===== src/core/scrp_defines.svh =====
// Constants for the serial configuration port of the gate driver.
// Assumes a single 250 MHz core clock; serial pins arrive asynchronously.
`ifndef SCRP_DEFINES_SVH
`define SCRP_DEFINES_SVH

`define SCRP_FRAME_BITS  16
`define SCRP_FRAME_CNT   5'h10
`define SCRP_CMD_CNT     5'h05
`define SCRP_CNT_SAT     5'h11
`define SCRP_LAST_BIT    4'hF
`define SCRP_RW_BIT      15
`define SCRP_ADDR_MSB    14
`define SCRP_ADDR_LSB    11
`define SCRP_DATA_MSB    10
`define SCRP_RW_WRITE    1'b0
`define SCRP_RW_READ     1'b1
`define SCRP_PAD_BITS    5'h00
`define SCRP_ADDR_FAULT  4'h0
`define SCRP_ADDR_GATE   4'h1
`define SCRP_ADDR_DRV    4'h2
`define SCRP_ADDR_HS     4'h3
`define SCRP_ADDR_CSA    4'h6
`define SCRP_ADDR_RSVD   4'h7
`define SCRP_CFG_FIRST   2
`define SCRP_CFG_COUNT   5
`define SCRP_LOCK_MSB    10
`define SCRP_LOCK_LSB    8
`define SCRP_LOCK_CODE   3'h6
`define SCRP_UNLOCK_CODE 3'h3
`define SCRP_CFG_DEFAULT 11'h000
`define SCRP_DRV_WR_MASK 11'h3FF
`define SCRP_FULL_MASK   11'h7FF
`define SCRP_ZERO_WORD   11'h000
`define SCRP_PIN_IDLE    5'h08

`endif


===== src/core/scrp_pkg.sv =====
// Types shared by the serial configuration port modules.
// Assumes the constants header is compiled alongside.
package scrp_pkg;
    typedef logic [10:0] scrp_word_t;
    typedef logic [3:0]  scrp_addr_t;
    typedef logic [15:0] scrp_frame_t;
    typedef logic [4:0]  scrp_cnt_t;

    // Gray order along idle -> shift -> end
    typedef enum logic [1:0] {
        ST_IDLE  = 2'b00,
        ST_SHIFT = 2'b01,
        ST_END   = 2'b11
    } scrp_state_t;
endpackage : scrp_pkg


===== src/core/scrp_reg_if.sv =====
// Register access path between frame engine and register store.
// Assumes both ends share the core clock.
interface scrp_reg_if;
    import scrp_pkg::*;
    scrp_addr_t rdAddr;
    scrp_word_t rdData;
    logic       wrEn;
    scrp_addr_t wrAddr;
    scrp_word_t wrData;

    modport engine (output rdAddr, output wrEn, output wrAddr,
                    output wrData, input rdData);
    modport store  (input rdAddr, input wrEn, input wrAddr,
                    input wrData, output rdData);
endinterface : scrp_reg_if


===== src/core/scrp_sync.sv =====
// Two-stage synchroniser, one lane per bit.
// Assumes inputs are quasi-static levels or slow edges.
module scrp_sync #(
    parameter int               WIDTH   = 1,
    parameter logic [WIDTH-1:0] RST_VAL = '0
) (
    input  wire logic             clk,
    input  wire logic             rst,
    input  wire logic [WIDTH-1:0] asyncIn,
    output logic      [WIDTH-1:0] syncOut
);
    import scrp_pkg::*;

    if (WIDTH < 1) begin : g_bad
        $error("scrp_sync: WIDTH must be at least 1");
    end

    for (genvar i = 0; i < WIDTH; i++) begin : g_lane
        logic meta_r;
        logic meta_nxt;
        logic hold_nxt;
        always_comb begin
            meta_nxt = asyncIn[i];
            hold_nxt = meta_r;
        end
        always_ff @(posedge clk) begin
            if (rst) begin
                meta_r     <= RST_VAL[i];
                syncOut[i] <= RST_VAL[i];
            end else begin
                meta_r     <= meta_nxt;
                syncOut[i] <= hold_nxt;
            end
        end
    end
endmodule : scrp_sync


===== src/core/scrp_regfile.sv =====
// Register store: two status words, five configuration words.
// Assumes writes arrive only from completed, checked frames.
`include "scrp_defines.svh"
module scrp_regfile (
    input  wire logic                         clk,
    input  wire logic                         rst,
    input  wire logic                         clearIn,
    input  wire scrp_pkg::scrp_word_t         statusFault,
    input  wire scrp_pkg::scrp_word_t         statusGate,
    scrp_reg_if.store                         bus,
    output scrp_pkg::scrp_word_t [4:0]        cfgOut
);
    import scrp_pkg::*;

    scrp_word_t mem_r   [`SCRP_CFG_COUNT];
    scrp_word_t mem_nxt [`SCRP_CFG_COUNT];
    logic       clear;
    logic       locked;

    assign clear  = rst | clearIn;
    assign locked = mem_r[`SCRP_ADDR_HS - `SCRP_CFG_FIRST]
                    [`SCRP_LOCK_MSB:`SCRP_LOCK_LSB] == `SCRP_LOCK_CODE;

    for (genvar i = 0; i < `SCRP_CFG_COUNT; i++) begin : g_ent
        localparam scrp_addr_t ADDR = scrp_addr_t'(i + `SCRP_CFG_FIRST);
        localparam scrp_word_t MASK = (ADDR == `SCRP_ADDR_DRV)
                                      ? `SCRP_DRV_WR_MASK : `SCRP_FULL_MASK;
        always_comb begin
            mem_nxt[i] = mem_r[i];
            if (clear) begin
                mem_nxt[i] = `SCRP_CFG_DEFAULT;
            end else if (bus.wrEn && bus.wrAddr == ADDR) begin
                if (!locked) begin
                    mem_nxt[i] = bus.wrData & MASK;
                end else if (ADDR == `SCRP_ADDR_HS &&
                             bus.wrData[`SCRP_LOCK_MSB:`SCRP_LOCK_LSB]
                             == `SCRP_UNLOCK_CODE) begin
                    // Only the unlock code gets through a locked bank
                    mem_nxt[i][`SCRP_LOCK_MSB:`SCRP_LOCK_LSB] =
                        `SCRP_UNLOCK_CODE;
                end
            end
        end
        always_ff @(posedge clk) begin
            mem_r[i] <= mem_nxt[i];
        end
        assign cfgOut[i] = mem_r[i];
    end

    // Status words have no storage here, so writes cannot reach them
    always_comb begin
        bus.rdData = `SCRP_ZERO_WORD;
        if (bus.rdAddr == `SCRP_ADDR_FAULT) begin
            bus.rdData = statusFault;
        end else if (bus.rdAddr == `SCRP_ADDR_GATE) begin
            bus.rdData = statusGate;
        end else if (bus.rdAddr >= `SCRP_ADDR_DRV &&
                     bus.rdAddr <= `SCRP_ADDR_CSA) begin
            bus.rdData = mem_r[3'(bus.rdAddr - `SCRP_ADDR_DRV)];
        end
    end
endmodule : scrp_regfile


===== src/core/scrp_port.sv =====
// Serial configuration port: frame engine, pin synchronisers, registers.
// Assumes the controller's serial clock is far slower than the core
// clock (at least six core cycles per half period) and that status
// inputs change slowly; they are synchronised bit by bit.
`include "scrp_defines.svh"
module scrp_port (
    input  wire logic                 clk,
    input  wire logic                 rst,
    input  wire logic                 sclkPin,
    input  wire logic                 chipSelectN,
    input  wire logic                 sdiPin,
    input  wire logic                 sleepMode,
    input  wire logic                 supplyUndervoltageLockout,
    input  wire scrp_pkg::scrp_word_t faultStatusIn,
    input  wire scrp_pkg::scrp_word_t gateStatusIn,
    output logic                      sdoOut,
    output logic                      sdoOe,
    output logic                      frameError,
    output scrp_pkg::scrp_word_t      driverControl,
    output scrp_pkg::scrp_word_t      highSideDrive,
    output scrp_pkg::scrp_word_t      lowSideDrive,
    output scrp_pkg::scrp_word_t      overcurrentCtrl,
    output scrp_pkg::scrp_word_t      senseAmpCtrl
);
    import scrp_pkg::*;

    logic [4:0]                pinSync;
    scrp_word_t                faultS;
    scrp_word_t                gateS;
    logic                      sclkS;
    logic                      csS;
    logic                      sdiS;
    logic                      sleepS;
    logic                      uvloS;
    logic                      sclkD_r;
    logic                      sclkRise;
    logic                      sclkFall;
    scrp_word_t [4:0]          cfgWords;

    scrp_state_t               state_r;
    scrp_state_t               state_nxt;
    scrp_cnt_t                 fallCnt_r;
    scrp_cnt_t                 fallCnt_nxt;
    scrp_cnt_t                 riseCnt_r;
    scrp_cnt_t                 riseCnt_nxt;
    scrp_frame_t               inShift_r;
    scrp_frame_t               inShift_nxt;
    scrp_frame_t               outWord_r;
    scrp_frame_t               outWord_nxt;
    logic                      cmdSeen_r;
    logic                      cmdSeen_nxt;
    logic                      sdo_nxt;
    logic                      sdoOe_nxt;
    logic                      frameErr_nxt;
    logic                      wrEn;

    scrp_reg_if regBus ();

    // Reset values match idle pins: a low select after reset would
    // open a phantom frame and end it with a false frame error
    scrp_sync #(
        .WIDTH   (5),
        .RST_VAL (`SCRP_PIN_IDLE)
    ) u_pinSync (
        .clk     (clk),
        .rst     (rst),
        .asyncIn ({sclkPin, chipSelectN, sdiPin, sleepMode,
                   supplyUndervoltageLockout}),
        .syncOut (pinSync)
    );

    scrp_sync #(.WIDTH(22)) u_statusSync (
        .clk     (clk),
        .rst     (rst),
        .asyncIn ({faultStatusIn, gateStatusIn}),
        .syncOut ({faultS, gateS})
    );

    assign {sclkS, csS, sdiS, sleepS, uvloS} = pinSync;

    // Edges found on the synchronised clock; up to two core cycles after the pin
    assign sclkRise = sclkS & ~sclkD_r;
    assign sclkFall = ~sclkS & sclkD_r;

    scrp_regfile u_regs (
        .clk         (clk),
        .rst         (rst),
        .clearIn     (sleepS | uvloS),
        .statusFault (faultS),
        .statusGate  (gateS),
        .bus         (regBus.store),
        .cfgOut      (cfgWords)
    );

    assign driverControl   = cfgWords[0];
    assign highSideDrive   = cfgWords[1];
    assign lowSideDrive    = cfgWords[2];
    assign overcurrentCtrl = cfgWords[3];
    assign senseAmpCtrl    = cfgWords[4];

    // After five bits the low nibble of the shifter holds the address
    assign regBus.rdAddr = inShift_r[3:0];
    assign regBus.wrAddr =
        inShift_r[`SCRP_ADDR_MSB:`SCRP_ADDR_LSB];
    assign regBus.wrData = inShift_r[`SCRP_DATA_MSB:0];
    assign regBus.wrEn   = wrEn;

    always_comb begin
        state_nxt    = state_r;
        fallCnt_nxt  = fallCnt_r;
        riseCnt_nxt  = riseCnt_r;
        inShift_nxt  = inShift_r;
        outWord_nxt  = outWord_r;
        cmdSeen_nxt  = cmdSeen_r;
        sdo_nxt      = sdoOut;
        frameErr_nxt = 1'b0;
        wrEn         = 1'b0;
        unique case (state_r)
            ST_IDLE: begin
                // Clock and data are not looked at while deselected
                if (!csS && !sleepS) begin
                    state_nxt   = ST_SHIFT;
                    fallCnt_nxt = '0;
                    riseCnt_nxt = '0;
                    inShift_nxt = '0;
                    outWord_nxt = '0;
                    cmdSeen_nxt = 1'b0;
                    sdo_nxt     = 1'b0;
                end
            end
            ST_SHIFT: begin
                if (sleepS) begin
                    // Sleep drops the frame silently, no error raised
                    state_nxt = ST_IDLE;
                end else if (csS) begin
                    state_nxt = ST_END;
                end else begin
                    if (sclkFall) begin
                        inShift_nxt = {inShift_r[14:0], sdiS};
                        if (fallCnt_r != `SCRP_CNT_SAT) begin
                            fallCnt_nxt = fallCnt_r + 5'h01;
                        end
                    end
                    // Old contents captured before any write can land
                    if (fallCnt_r == `SCRP_CMD_CNT && !cmdSeen_r) begin
                        cmdSeen_nxt = 1'b1;
                        outWord_nxt = {`SCRP_PAD_BITS,
                                       regBus.rdData};
                    end
                    if (sclkRise) begin
                        if (riseCnt_r < `SCRP_FRAME_CNT) begin
                            sdo_nxt = outWord_r[`SCRP_LAST_BIT -
                                                riseCnt_r[3:0]];
                            riseCnt_nxt = riseCnt_r + 5'h01;
                        end else begin
                            // Extra clocks shift out zeros
                            sdo_nxt = 1'b0;
                        end
                    end
                end
            end
            ST_END: begin
                state_nxt = ST_IDLE;
                if (fallCnt_r == `SCRP_FRAME_CNT) begin
                    if (inShift_r[`SCRP_RW_BIT] == `SCRP_RW_WRITE
                        && !sleepS) begin
                        wrEn = 1'b1;
                    end
                end else begin
                    frameErr_nxt = 1'b1;
                end
            end
        endcase
        sdoOe_nxt = (state_nxt == ST_SHIFT);
    end

    always_ff @(posedge clk) begin
        if (rst) begin
            state_r    <= ST_IDLE;
            fallCnt_r  <= '0;
            riseCnt_r  <= '0;
            inShift_r  <= '0;
            outWord_r  <= '0;
            cmdSeen_r  <= 1'b0;
            sdoOut     <= 1'b0;
            sdoOe      <= 1'b0;
            frameError <= 1'b0;
            sclkD_r    <= 1'b0;
        end else begin
            state_r    <= state_nxt;
            fallCnt_r  <= fallCnt_nxt;
            riseCnt_r  <= riseCnt_nxt;
            inShift_r  <= inShift_nxt;
            outWord_r  <= outWord_nxt;
            cmdSeen_r  <= cmdSeen_nxt;
            sdoOut     <= sdo_nxt;
            sdoOe      <= sdoOe_nxt;
            frameError <= frameErr_nxt;
            sclkD_r    <= sclkS;
        end
    end
endmodule : scrp_port


===== config.mk =====
export PLATFORM = sky130hd
export DESIGN_NAME = scrp_port
export DESIGN_NICKNAME = d
export VERILOG_FILES = /design/src/core/scrp_pkg.sv /design/src/core/scrp_reg_if.sv /design/src/core/scrp_sync.sv /design/src/core/scrp_regfile.sv /design/src/core/scrp_port.sv
export VERILOG_INCLUDE_DIRS = /design/src /design/src/core
export SDC_FILE = /design/constraint.sdc
export NUM_CORES = 1
export LEC_CHECK = 0
export BUFFER_PORTS_ARGS = -buffer_cell sky130_fd_sc_hd__buf_2
export CAP_MARGIN = 10
export CORE_MARGIN = 3
export CORE_UTILIZATION = 35
export DETAILED_ROUTE_END_ITERATION = 12
export HOLD_SLACK_MARGIN = 0.02
export REMOVE_ABC_BUFFERS = 1
export SLEW_MARGIN = 20
export SYNTH_ARGS = -nofsm -noshare
export SYNTH_HDL_FRONTEND = slang
export SYNTH_SLANG_ARGS = --single-unit

===== constraint.sdc =====
create_clock -name clk -period 2.9 [get_ports clk]
set_clock_uncertainty 0.05 [all_clocks]
set_input_delay 0.145 -clock clk [delete_from_list [all_inputs] [get_ports clk]]
set_output_delay 0.145 -clock clk [all_outputs]
set_load 0.02 [all_outputs]

### Yosys cells after proc, flatten, opt, wreduce, memory -nomap -nowiden

Memories as Yosys holds them, arrays and structs flattened.
Index checks and enable logic that the tools add are counted.

* bitwise logic cells: 8
* equal/unequal tests: 22
* $lt $le $gt $ge: 4
* mux-type cells: 60
* add/sub/neg operators: 4
* reductions and logical operators: 21

Operators by type and width (number)
* 2-to-1 mux 11 bit: 17
* 2-to-1 mux 16 bit: 7
* one-hot mux 16 bit (2 select lines): 2
* 2-to-1 mux 5 bit: 9
* one-hot mux 5 bit (2 select lines): 2
* != test 2 bit (second input constant): 8
* AND reduction 5 bit: 3
* 2-to-1 mux 1 bit: 13
* equality test 4 x 3 -> 1 bit (second input constant): 3
* AND reduction 6 bit: 2
* adder 5 x 1 -> 5 bit (second input constant): 2
* logical AND 1 bit: 9
* equality test 4 x 2 -> 1 bit (second input constant): 2
* 2-to-1 mux 8 bit: 1
* 2-to-1 mux 2 bit: 3
* 2-to-1 mux 3 bit: 2
* one-hot mux 2 bit (3 select lines): 1
* equality test 5 x 3 -> 1 bit (second input constant): 1
* equality test 5 bit (second input constant): 1
* less-than comparator 4 x 5 -> 1 bit (second input constant): 1
* less-than comparator 5 bit (second input constant): 1
* != test 5 bit (second input constant): 1
* binary-select mux 1 bit (select 4 bit): 1
* equality test 2 x 1 -> 1 bit (second input constant): 2
* 17 further kinds: 25

* logic and storage cells: 184
* output and inout port bits: 58
* bits of input ports: 29
* flip-flop bits (word level): 103
* memory bits (writable): 55
* memories: 1

Memory list
* u_regs.mem_r: depth 5, width 11, read ports 6, clocked after memory_dff 0, write ports 5, line scrp_regfile.sv:15 `` scrp_word_t mem_r [`SCRP_CFG_COUNT]; ``

### Logic depth before layout (Yosys ltp)

Gate-level depths: netlist (run 1).

* depth after elaboration: 9
* gate-level depth with buffers: 8
* depth with buffers taken out: 6

### Modules after synthesis

A second synthesis (run 1) with hierarchy kept.

* cell total of the unflattened synthesis: 606
* area, all modules: 6007.0 um^2

Modules (own cells, without submodules)
* scrp_regfile: instances 1, area each 2658.8 um^2, sequential area each 1081.0 um^2, cells each 265
* scrp_port: instances 1, area each 1909.3 um^2, sequential area each 880.8 um^2, cells each 229
* scrp_sync (u_statusSync): instances 1, area each 1176.1 um^2, sequential area each 880.8 um^2, cells each 92
* scrp_sync (u_pinSync): instances 1, area each 262.8 um^2, sequential area each 200.2 um^2, cells each 20

### Worst setup path before layout (run 1)

OpenSTA, ideal clock, no wires.

* path type: register -> register
* start point: register inShift_r[2]
* end point: register outWord_r[1]
* stages on the path, launching flop included: 8
* data arrival time: 1.872 ns
* clock period less this slack: 2.039 ns
* library setup time: 0.117 ns
* required time: 2.733 ns
* path buffers: 2
* path slack: 0.861 ns
* cells stage by stage: dfxtp_1 clkbuf_1 inv_1 ha_1 buf_1 mux2i_1 o21ai_0 a32o_1

* word-level cells in the longest chain between the ends: 9
* elaborated cells on any way between the ends: 14
* classes of those cells: 1 x add/sub; 2 x order compare; 1 x eq/ne; 7 x mux; 2 x reduce/logical; 1 x memory

Ends and longest elaborated chain
* from (decl): line scrp_port.sv:46 `scrp_frame_t inShift_r;`
* from (signal assigned): line scrp_port.sv:193 `inShift_r <= inShift_nxt;`
* subtractor 3 x 2 -> 3 bit (no source line), or another cell as far along
* memory read (5 x 11 bit) / logical AND 1 bit (equally long branches)
* 2-to-1 mux 11 bit: line scrp_regfile.sv:57 `` end else if (bus.rdAddr >= `SCRP_ADDR_DRV && ``
* 2-to-1 mux 11 bit: line scrp_regfile.sv:55 `` end else if (bus.rdAddr == `SCRP_ADDR_GATE) begin ``
* 2-to-1 mux 11 bit *: line scrp_regfile.sv:53 `` if (bus.rdAddr == `SCRP_ADDR_FAULT) begin ``
* 2-to-1 mux 16 bit *: line scrp_port.sv:145 `` if (fallCnt_r == `SCRP_CMD_CNT && !cmdSeen_r) begin ``
* 2-to-1 mux 16 bit *: line scrp_port.sv:135 `end else if (csS) begin`
* 2-to-1 mux 16 bit *: line scrp_port.sv:132 `if (sleepS) begin`
* one-hot mux 16 bit (2 select lines) *: line scrp_port.sv:118 `unique case (state_r)`
* to (signal assigned): line scrp_port.sv:194 `outWord_r <= outWord_nxt;`
* to (decl): line scrp_port.sv:48 `scrp_frame_t outWord_r;`

Every way passes the cells marked *; elsewhere a longest branch is shown, timed or not. The select of a mux whose other input is x is not followed.
A chain may end at the register's enable or synchronous reset.

### Final worst setup path (run 1)

* start point: register inShift_r[0]
* end point: register outWord_r[6]

Same word-level chain as after synthesis.

==> metrics.csv, run 1 <==
metric;value;unit
start_kind;flip-flop;
die-width;138;um
r2r_cells;5;
syn_inst;632;
slew_headroom;38.1;%
drv_slew;0;
power;0.00451;W
cts_max_path_buffers;2;
nets;761;
critical_path.top_delay_family;simple AND/OR/NAND/NOR gates;
switching_share;21.4;%
ys_seq_area_share;49.6;%
layout_setup_ws;0.553;ns
r2r-end;outWord_r[6];
start_util;36.4;%
timing.final.crit_share;80.9;%
slowest_stage;or4_1;
whs_path_depth;2;
netlist_area;6140;um2
hpwl;11200;um
critPathMaxStageDelay;0.73;ns
grt_pass1_vias;4797;
p_per_area;596;nW/um2
rsz0062_at_grt;false;
grt_max_degree;56;
period_needed;2.35;ns
antenna_cells;0;
register_area;3040;um2
routed_via_density;5.17;
dr_total_vias;4962;
fmax;426;MHz
crit_chain;buf_4 -> or4_1 -> nor2_1 -> a21oi_1 -> a32o_1;
maxCapViolCount;0;
coreArea;16900;um2
grt_pass1_wl;25600;um
endpoint_kind;flip-flop;
hold_ws;0.186;ns
synth_cell_type_count;56;
path_class;flip-flop to flip-flop;
ant_nets;0;
holdPathEnd;state_r[1];
synth.ff_latch_count;152;
fp-row-count;47;
power_leakage;3.14;nW
grt_usage;16.5;%
clock-sinks;152;
r2r_start;inShift_r[0];
synth_area_per_cell;9.71;um2
grtUsageMet1;22.1;%
final_area;7580;um2
drt_iter0_drc;413;
drive_gt1_share;20.4;%
grt-ovfl-total;0;
ir_drop;0.400;mV
fin_cells;960;
drt_first_pass_iters;5;
wire_per_inst;16.4;um
drc_errors;0;
portBuffers;85;
multi_input_area;2870;um2
place.gp.congestion;0.855;
yosysWarnings;0;
grt_antenna_before_repair;0;
dieArea;19200;um2
hold_violations;0;
path_max_fanout;28;
insertion_delay;0.42;ns
synth-edff-count;0;
h-tree-depth;4;
cp.depth;5;
critical_path.startpoint;inShift_r[0];
ioPinCount;87;
cts-root-buf;clkbuf_16;
clkSlewWorstSetupHoldPaths;0.06;ns
p_int;0.00355;W
numCtsBuffers;17;
worstPathArrival;2.61;ns
power_frac_seq;47.6;%
hold_start;rst;
place_area;6720;um2
dp_slack;0.584;ns
dieHeight;138;um
p_sw;0.000964;W
drt_wl_total;15800;um
async_flop_share;0;%
cts_tree;done;
areaGrowthSynthToFinish;23.4;%
cts_resized;0;
grt-busiest-layer;met2;
required;3.16;ns
ff2ff_setup_slack;0.55;ns
final.fill_count;1569;
status;completed;
crit_buf_inv;1;
use_met3;4.59;%
dp.cells;901;
clkPwrFrac;48.7;%
tightest_slew;0.929;ns
synth_flop_cell;dfxtp_1;
finalSetupViolCount;0;
hold_class;input pin to flip-flop;
combPwrFrac;3.6;%
met2_usage;26.2;%
[worst max-delay path by stage]
| stage | endpoint | slack (ns) |
|---|---|---|
| 2_1_floorplan | u_regs.mem_r[2][0] | -0.12 |
| 3_3_place_gp | outWord_r[2] | 0.64 |
| 3_5_place_dp | outWord_r[6] | 0.58 |
| 4_1_cts | outWord_r[6] | 0.53 |
| 5_1_grt | outWord_r[6] | 0.39 |
| 6_report | outWord_r[6] | 0.55 |
[synthesized netlist by cell type (2+ instances only)]
| library cell | instances | area [um2] |
|---|---|---|
| a2111oi_0 | 2 | 17.5 |
| a21o_1 | 2 | 15.0 |
| a21oi_1 | 49 | 245 |
| a32o_1 | 11 | 110 |
| and3b_1 | 2 | 17.5 |
| buf_1 | 3 | 11.3 |
| buf_2 | 11 | 55.1 |
| buf_4 | 2 | 15.0 |
| buf_6 | 2 | 22.5 |
| clkbuf_1 | 27 | 101 |
| clkbuf_2 | 2 | 10.0 |
| dfxtp_1 | 152 | 3040 |
| ha_1 | 5 | 62.6 |
| inv_1 | 6 | 22.5 |
| mux2i_1 | 54 | 541 |
| mux4_2 | 12 | 270 |
| nand2_1 | 76 | 285 |
| nand2b_1 | 4 | 25.0 |
| nand3_1 | 27 | 135 |
| nand3b_1 | 4 | 30.0 |
| nand4_1 | 5 | 31.3 |
| nor2_1 | 22 | 82.6 |
| nor2b_1 | 69 | 432 |
| nor3_1 | 4 | 20.0 |
| nor4_1 | 2 | 12.5 |
| o2111ai_1 | 2 | 17.5 |
| o21ai_0 | 37 | 185 |
| or2_2 | 3 | 18.8 |
| or3_1 | 4 | 25.0 |
| or4_1 | 2 | 15.0 |
| xnor2_1 | 4 | 35.0 |
[layout by cell type (no fill, tap or decap), types with 11 or more instances in the layout]
master / count
buf_2: 85
mux2i_1: 54
clkbuf_16: 17
nor2_1: 22
buf_4: 11
a32o_1: 11
dfxtp_1: 152
dlygate4sd3_1: 27
nand2_1: 76
mux4_2: 12
a21oi_1: 49
nor2b_1: 69
nand3_1: 27
o21ai_0: 37
[cell type report]
| type | instances | share of cell area [%] |
|---|---|---|
| Clock buffer | 19 | 5.71 |
| Sequential cell | 152 | 40.2 |
| Tap cell | 220 | 3.63 |
| Clock inverter | 13 | 2.03 |
| Multi-Input combinational cell | 427 | 37.9 |
| Timing Repair Buffer | 123 | 10.3 |
| Inverter | 6 | 0.297 |
[flip-flops by register name (all words and copies together) (netlist names)]
register and flops:
cmdSeen_r 1, fallCnt_r 5, frameError 1, inShift_r 16, outWord_r 11, riseCnt_r 5
sclkD_r 1, sdoOe 1, sdoOut 1, state_r 2, u_pinSync.g_lane.hold_nxt 5, u_pinSync.syncOut 5
u_regs.mem_r 54, u_statusSync.g_lane.hold_nxt 22, u_statusSync.syncOut 22
[logic make-up (layout without fill, tap and decap cells)]
group / count (synthesis) / count (layout) / synth area share, %
adder cells (fa/ha/maj): 5 / 5 / 1.02
XOR/XNOR: 5 / 5 / 0.713
other: 1 / 1 / 0.0611
buffers and inverters: 53 / 161 / 3.87
flip-flops: 152 / 152 / 49.6
AO/OA/AOI/OAI: 113 / 113 / 10.9
multiplexers: 67 / 67 / 13.4
AND/OR/NAND/NOR: 236 / 236 / 20.4
[power groups by stage]
stage | sequential, W | clock [W] | combinational, W
global route | 0.00215 | 0.00232 | 0.000184
detailed placement | 0.00220 | 0 | 0.000137
CTS | 0.00215 | 0.00224 | 0.000166
floorplan | 0.00219 | 0 | 0.0000728
global placement | 0.00220 | 0 | 0.000136
finish | 0.00215 | 0.00220 | 0.000164
[per-stage QoR]
step	util, %	setup TNS [ns]
2_1_floorplan	-	-1.28
3_3_place_gp	39.8	0
3_5_place_dp	39.8	0
4_1_cts	44.9	0
5_1_grt	44.9	0
6_report	44.9	0
[repair_timing]
| item | in CTS | in global routing |
|---|---|---|
| endpoints found under the hold margin | 27 | 0 |
| hold buffers | 27 | 0 |
| setup buffers | 0 | 0 |
[per-layer routing]
| layer | vias to the layer above | share of wire [%] |
|---|---|---|
| li1 | 2392 | - |
| met1 | 2383 | 46 |
| met2 | 165 | 47 |
| met3 | 22 | 6.1 |
| met4 | 0 | 1.4 |
| met5 | - | 0 |
(Power assumes the default switching activity.)
==> inputs of run 2 (changes only) <==
==> constraint.sdc (replaced) <==
create_clock -name clk -period 2.4 [get_ports clk]
set_clock_uncertainty 0.05 [all_clocks]
set_input_delay 0.12 -clock clk [delete_from_list [all_inputs] [get_ports clk]]
set_output_delay 0.12 -clock clk [all_outputs]
set_load 0.02 [all_outputs]
==> run 2 against run 1 <==
Net effect: critical path depth is 1 higher; via count decreased by 0.99%; power increased by 20%; fmax increased by 11%; register-to-register slack worse by 0.26 ns; clock-buffer cell count is 4 higher; sequential share of layout area shrank 0.35 points; wire length shrank 4.7%; largest cell class unchanged; highest routed layer unchanged.
==> metrics.csv, run 2 (synthesis results as in run 1) <==
metric;value;unit
slowest_stage;or4b_2;
layout_commonest_cell;dfxtp_1;
final.fill_count;1550;
period_needed;2.11;ns
slew_headroom;43.6;%
numCtsBuffers;17;
wire_per_inst;15.5;um
dp_slack;0.331;ns
p_sw;0.00110;W
place.gp.congestion;0.849;
areaGrowthSynthToFinish;24.5;%
holdBufCountCts;27;
die-width;138;um
cts_setup_buffers;0;
clock-sinks;152;
cts_max_path_buffers;2;
coreArea;16900;um2
p_per_area;706;nW/um2
grt_max_degree;55;
cts-root-buf;clkbuf_16;
worstPathArrival;2.41;ns
layout_setup_ws;0.293;ns
drt_wl_total;15000;um
power_leakage;3.17;nW
ir_drop;0.517;mV
fmax;475;MHz
tightest_slew;0.846;ns
top_register;u_regs.mem_r;
dieArea;19200;um2
dieHeight;138;um
ioPinCount;87;
nets;769;
status;completed;
routed_via_density;5.09;
p_int;0.00429;W
insertion_delay;0.41;ns
drc_errors;0;
dr_total_vias;4913;
critical_path.startpoint;fallCnt_r[1];
grt_usage;15.8;%
final_cell_mix;dfxtp_1, buf_2, nand2_1, nor2b_1, mux2i_1;
grt_pass1_wl;24700;um
grt_antenna_before_repair;0;
combPwrFrac;3.7;%
path_max_fanout;10;
start_kind;flip-flop;
required;2.70;ns
critPathMaxStageDelay;0.60;ns
ant_nets;0;
r2r_start;fallCnt_r[1];
drt_first_pass_iters;4;
fp-row-count;47;
cts_resized;0;
hpwl;10800;um
setup-tns-final;0;ns
rsz0062_at_grt;false;
clkPwrFrac;48.2;%
switching_share;20.4;%
timing.final.crit_share;87.8;%
clkSlewWorstSetupHoldPaths;0.06;ns
grt_pass1_vias;4716;
drive_gt1_share;21.0;%
largest_reg_flops;54;
path_class;flip-flop to flip-flop;
hold_start;rst;
portBuffers;85;
start_util;36.4;%
hold_violations;0;
drv_slew;0;
power_frac_seq;48.1;%
hold_class;input pin to flip-flop;
endpoint_kind;flip-flop;
h-tree-depth;4;
crit_chain;inv_1 -> ha_1 -> or4b_2 -> nor2_1 -> and3b_1 -> a32o_1;
finalSetupViolCount;0;
grt-ovfl-total;0;
drt_iter0_drc;317;
cts_tree;done;
antenna_cells;0;
maxCapViolCount;0;
post-route-util;45.3;%
[run 2: changes by cell type in the layout (fill, tap and decap cells not counted)]
cell / delta
buf_4: +7
clkbuf_8: +4
clkinv_2: -4
inv_6: -1
clkinv_4: -1
buf_12: +1
clkinvlp_4: +1
bufinv_16: -1
[run 2: layout make-up]
type	instances	area, um2	area share, %
clock inverter	7	93.8	1.23
tap	220	275	3.60
inverter	6	22.5	0.295
multi-input combinational	427	2870	37.6
sequential	152	3040	39.8
timing repair buffer	131	851	11.1
clock buffer	23	488	6.38
[run 2: path summary, 6_finish.rpt]
kind	endpoint	cells past startpoint	slack, ns
max	outWord_r[6]	6	0.29
min	state_r[1]	2	0.19
max reg2reg	outWord_r[6]	6	0.29
min reg2reg	u_pinSync.syncOut[3]	1	0.36
[run 2: power groups by stage]
stage / logic, W / registers (W) / clock network (W)
after detailed placement: 0.000170 / 0.00265 / 0
after global placement: 0.000167 / 0.00265 / 0
final: 0.000202 / 0.00259 / 0.00260
after CTS: 0.000204 / 0.00259 / 0.00267
after floorplan: 0.0000880 / 0.00264 / 0
after global routing: 0.000224 / 0.00260 / 0.00277
[run 2: worst max-delay path, delay by kind of cell (launching register included)]
family,cells,cell delay (ns)
compound gates,1,0.23
flops,1,0.33
fa+ha+maj,1,0.17
buf+inv,1,0.08
simple gates,3,1.19
[run 2: through the flow]
stage          std cells  hold WS, ns  total power, W  cell area [um2]
3_3_place_gp         909        0.266         0.00282             6790
6_report             966        0.189         0.00540             7640
4_1_cts              966        0.176         0.00547             7640
2_1_floorplan        585        0.139         0.00273             5920
3_5_place_dp         909        0.263         0.00282             6790
5_1_grt              966        0.210         0.00559             7640
[run 2: routing by layer]
layer / track usage, % / up-vias / wire length [um]
met1: 21.1 / 2362 / 6980
met4: 5.10 / 0 / 157
met2: 24.8 / 138 / 7040
met5: 0 / - / 0
li1: - / 2402 / -
met3: 4.49 / 11 / 847
==> inputs of run 3 (changes only) <==
--- a/config.mk
+++ b/config.mk
@@ -8,10 +8,13 @@
 export LEC_CHECK = 0
 export BUFFER_PORTS_ARGS = -buffer_cell sky130_fd_sc_hd__buf_2
 export CAP_MARGIN = 10
+export CELL_PAD_IN_SITES_DETAIL_PLACEMENT = 0
+export CELL_PAD_IN_SITES_GLOBAL_PLACEMENT = 1
 export CORE_MARGIN = 3
 export CORE_UTILIZATION = 35
 export DETAILED_ROUTE_END_ITERATION = 12
 export HOLD_SLACK_MARGIN = 0.02
+export PLACE_DENSITY_LB_ADDON = 0.1
 export REMOVE_ABC_BUFFERS = 1
 export SLEW_MARGIN = 20
 export SYNTH_ARGS = -nofsm -noshare
==> run 3 against run 2 <==
Net effect: first-iteration DRC count decreased by 9.1%; clock power about the same; highest routed layer unchanged; final area decreased by 0.23%.
==> metrics.csv, run 3 (synthesis results as in run 1) <==
metric;value;unit
status;completed;
dieArea;19200;um2
grt_usage;17.3;%
top_register;u_regs.mem_r;
grt_max_degree;55;
die-width;138;um
grt_pass1_vias;4765;
cts_resized;0;
place.gp.congestion;0.814;
drv_slew;0;
drt_iter0_drc;288;
tightest_slew;0.966;ns
insertion_delay;0.42;ns
dr_total_vias;4858;
nets;769;
dieHeight;138;um
cts_max_path_buffers;2;
areaGrowthSynthToFinish;24.2;%
whs_path_depth;2;
hold_violations;0;
ir_drop;0.511;mV
power_leakage;3.17;nW
cts_tree;done;
grt-ovfl-total;0;
start_util;36.4;%
clock-sinks;152;
critPathMaxStageDelay;0.64;ns
layout_commonest_cell;dfxtp_1;
r2r_cells;6;
timing.final.crit_share;90.0;%
critical_path.startpoint;fallCnt_r[1];
cts-root-buf;clkbuf_16;
wire_per_inst;16.9;um
slew_headroom;35.6;%
cp.depth;6;
grt_antenna_before_repair;0;
maxCapViolCount;0;
ioPinCount;87;
post-route-util;45.2;%
crit_buf_inv;1;
ff2ff_setup_slack;0.24;ns
hpwl;11400;um
period_needed;2.16;ns
drt_wl_total;16300;um
drive_gt1_share;21.0;%
crit_path_end;outWord_r[7];
final.fill_count;1640;
ant_nets;0;
numCtsBuffers;17;
required;2.66;ns
path_max_fanout;11;
critical_path.top_delay_family;compound AO/OA/AOI/OAI gates;
slowest_stage;or4b_2;
p_per_area;704;nW/um2
worstPathArrival;2.42;ns
holdBufCountCts;27;
crit_chain;inv_1 -> ha_1 -> or4b_2 -> o21ai_0 -> a21oi_1 -> a32o_1;
routed_via_density;5.02;
hold_class;input pin to flip-flop;
path_class;flip-flop to flip-flop;
r2r-end;outWord_r[7];
drt_first_pass_iters;4;
final_cell_mix;dfxtp_1, buf_2, nand2_1, nor2b_1, mux2i_1;
rsz0062_at_grt;false;
finalSetupViolCount;0;
portBuffers;85;
endpoint_kind;flip-flop;
h-tree-depth;4;
fmax;463;MHz
hold_ws;0.109;ns
fp-row-count;47;
coreArea;16900;um2
largest_reg_flops;54;
clkSlewWorstSetupHoldPaths;0.06;ns
drc_errors;0;
r2r_start;fallCnt_r[1];
start_kind;flip-flop;
antenna_cells;0;
grt_pass1_wl;26600;um
cts_setup_buffers;0;
==> run 3: changes by cell type in the layout (fill, tap and decap cells not counted) <==
cell | before | now
clkinv_2 | 2 | 5
clkbuf_8 | 4 | 2
clkbuf_1 | 2 | 3
clkinv_4 | 1 | 0
==> run 3: stage by stage <==
step	cell area (um2)	total power [W]	setup WS (ns)	instances	setup TNS (ns)
floorplan	5920	0.00273	-0.617	585	-11.65
global placement	6790	0.00282	0.345	909	0
detailed placement	6790	0.00282	0.271	909	0
CTS	7630	0.00544	0.260	967	0
global route	7630	0.00558	0.0644	967	0
finish	7630	0.00537	0.239	967	0
==> run 3: layout make-up <==
cell class	count	area, um2	share of cell area (%)
Clock buffer	22	464	6.09
Clock inverter	9	100	1.31
Inverter	6	22.5	0.295
Multi-Input combinational cell	427	2870	37.6
Sequential cell	152	3040	39.9
Tap cell	220	275	3.61
Timing Repair Buffer	131	851	11.2
==> run 3: worst min path at each step <==
stage                            from  slack, ns                            to
after floorplan                   rst       0.14                  fallCnt_r[0]
after global placement    chipSelectN       0.26  u_pinSync.g_lane[3].hold_nxt
after detailed placement  chipSelectN       0.26  u_pinSync.g_lane[3].hold_nxt
after CTS                         rst       0.10                    state_r[1]
after global routing              rst       0.12                    state_r[1]
final                             rst       0.11                    state_r[1]
==> run 3: report_power, final <==
part | internal (W) | switching (W) | total (W)
logic | 0.0000944 | 0.000108 | 0.000203
clock network | 0.00157 | 0.00101 | 0.00258
registers | 0.00257 | 0.0000228 | 0.00259
total | 0.00423 | 0.00114 | 0.00537
==> run 3: layer usage <==
layer / wire, um / global-route usage (%) / vias to the layer above
met5: 0 / 0 / -
met2: 7240 / 26.3 / 93
met1: 8150 / 24.3 / 2334
met3: 671 / 3.56 / 21
met4: 276 / 6.45 / 0
li1: - / - / 2410
==> run 3: worst reg2reg max path, stage by stage, from the launching register on <==
cell     delay (ns)
dfxtp_1        0.33
inv_1          0.08
ha_1           0.15
or4b_2         0.64
o21ai_0        0.18
a21oi_1        0.30
a32o_1         0.32
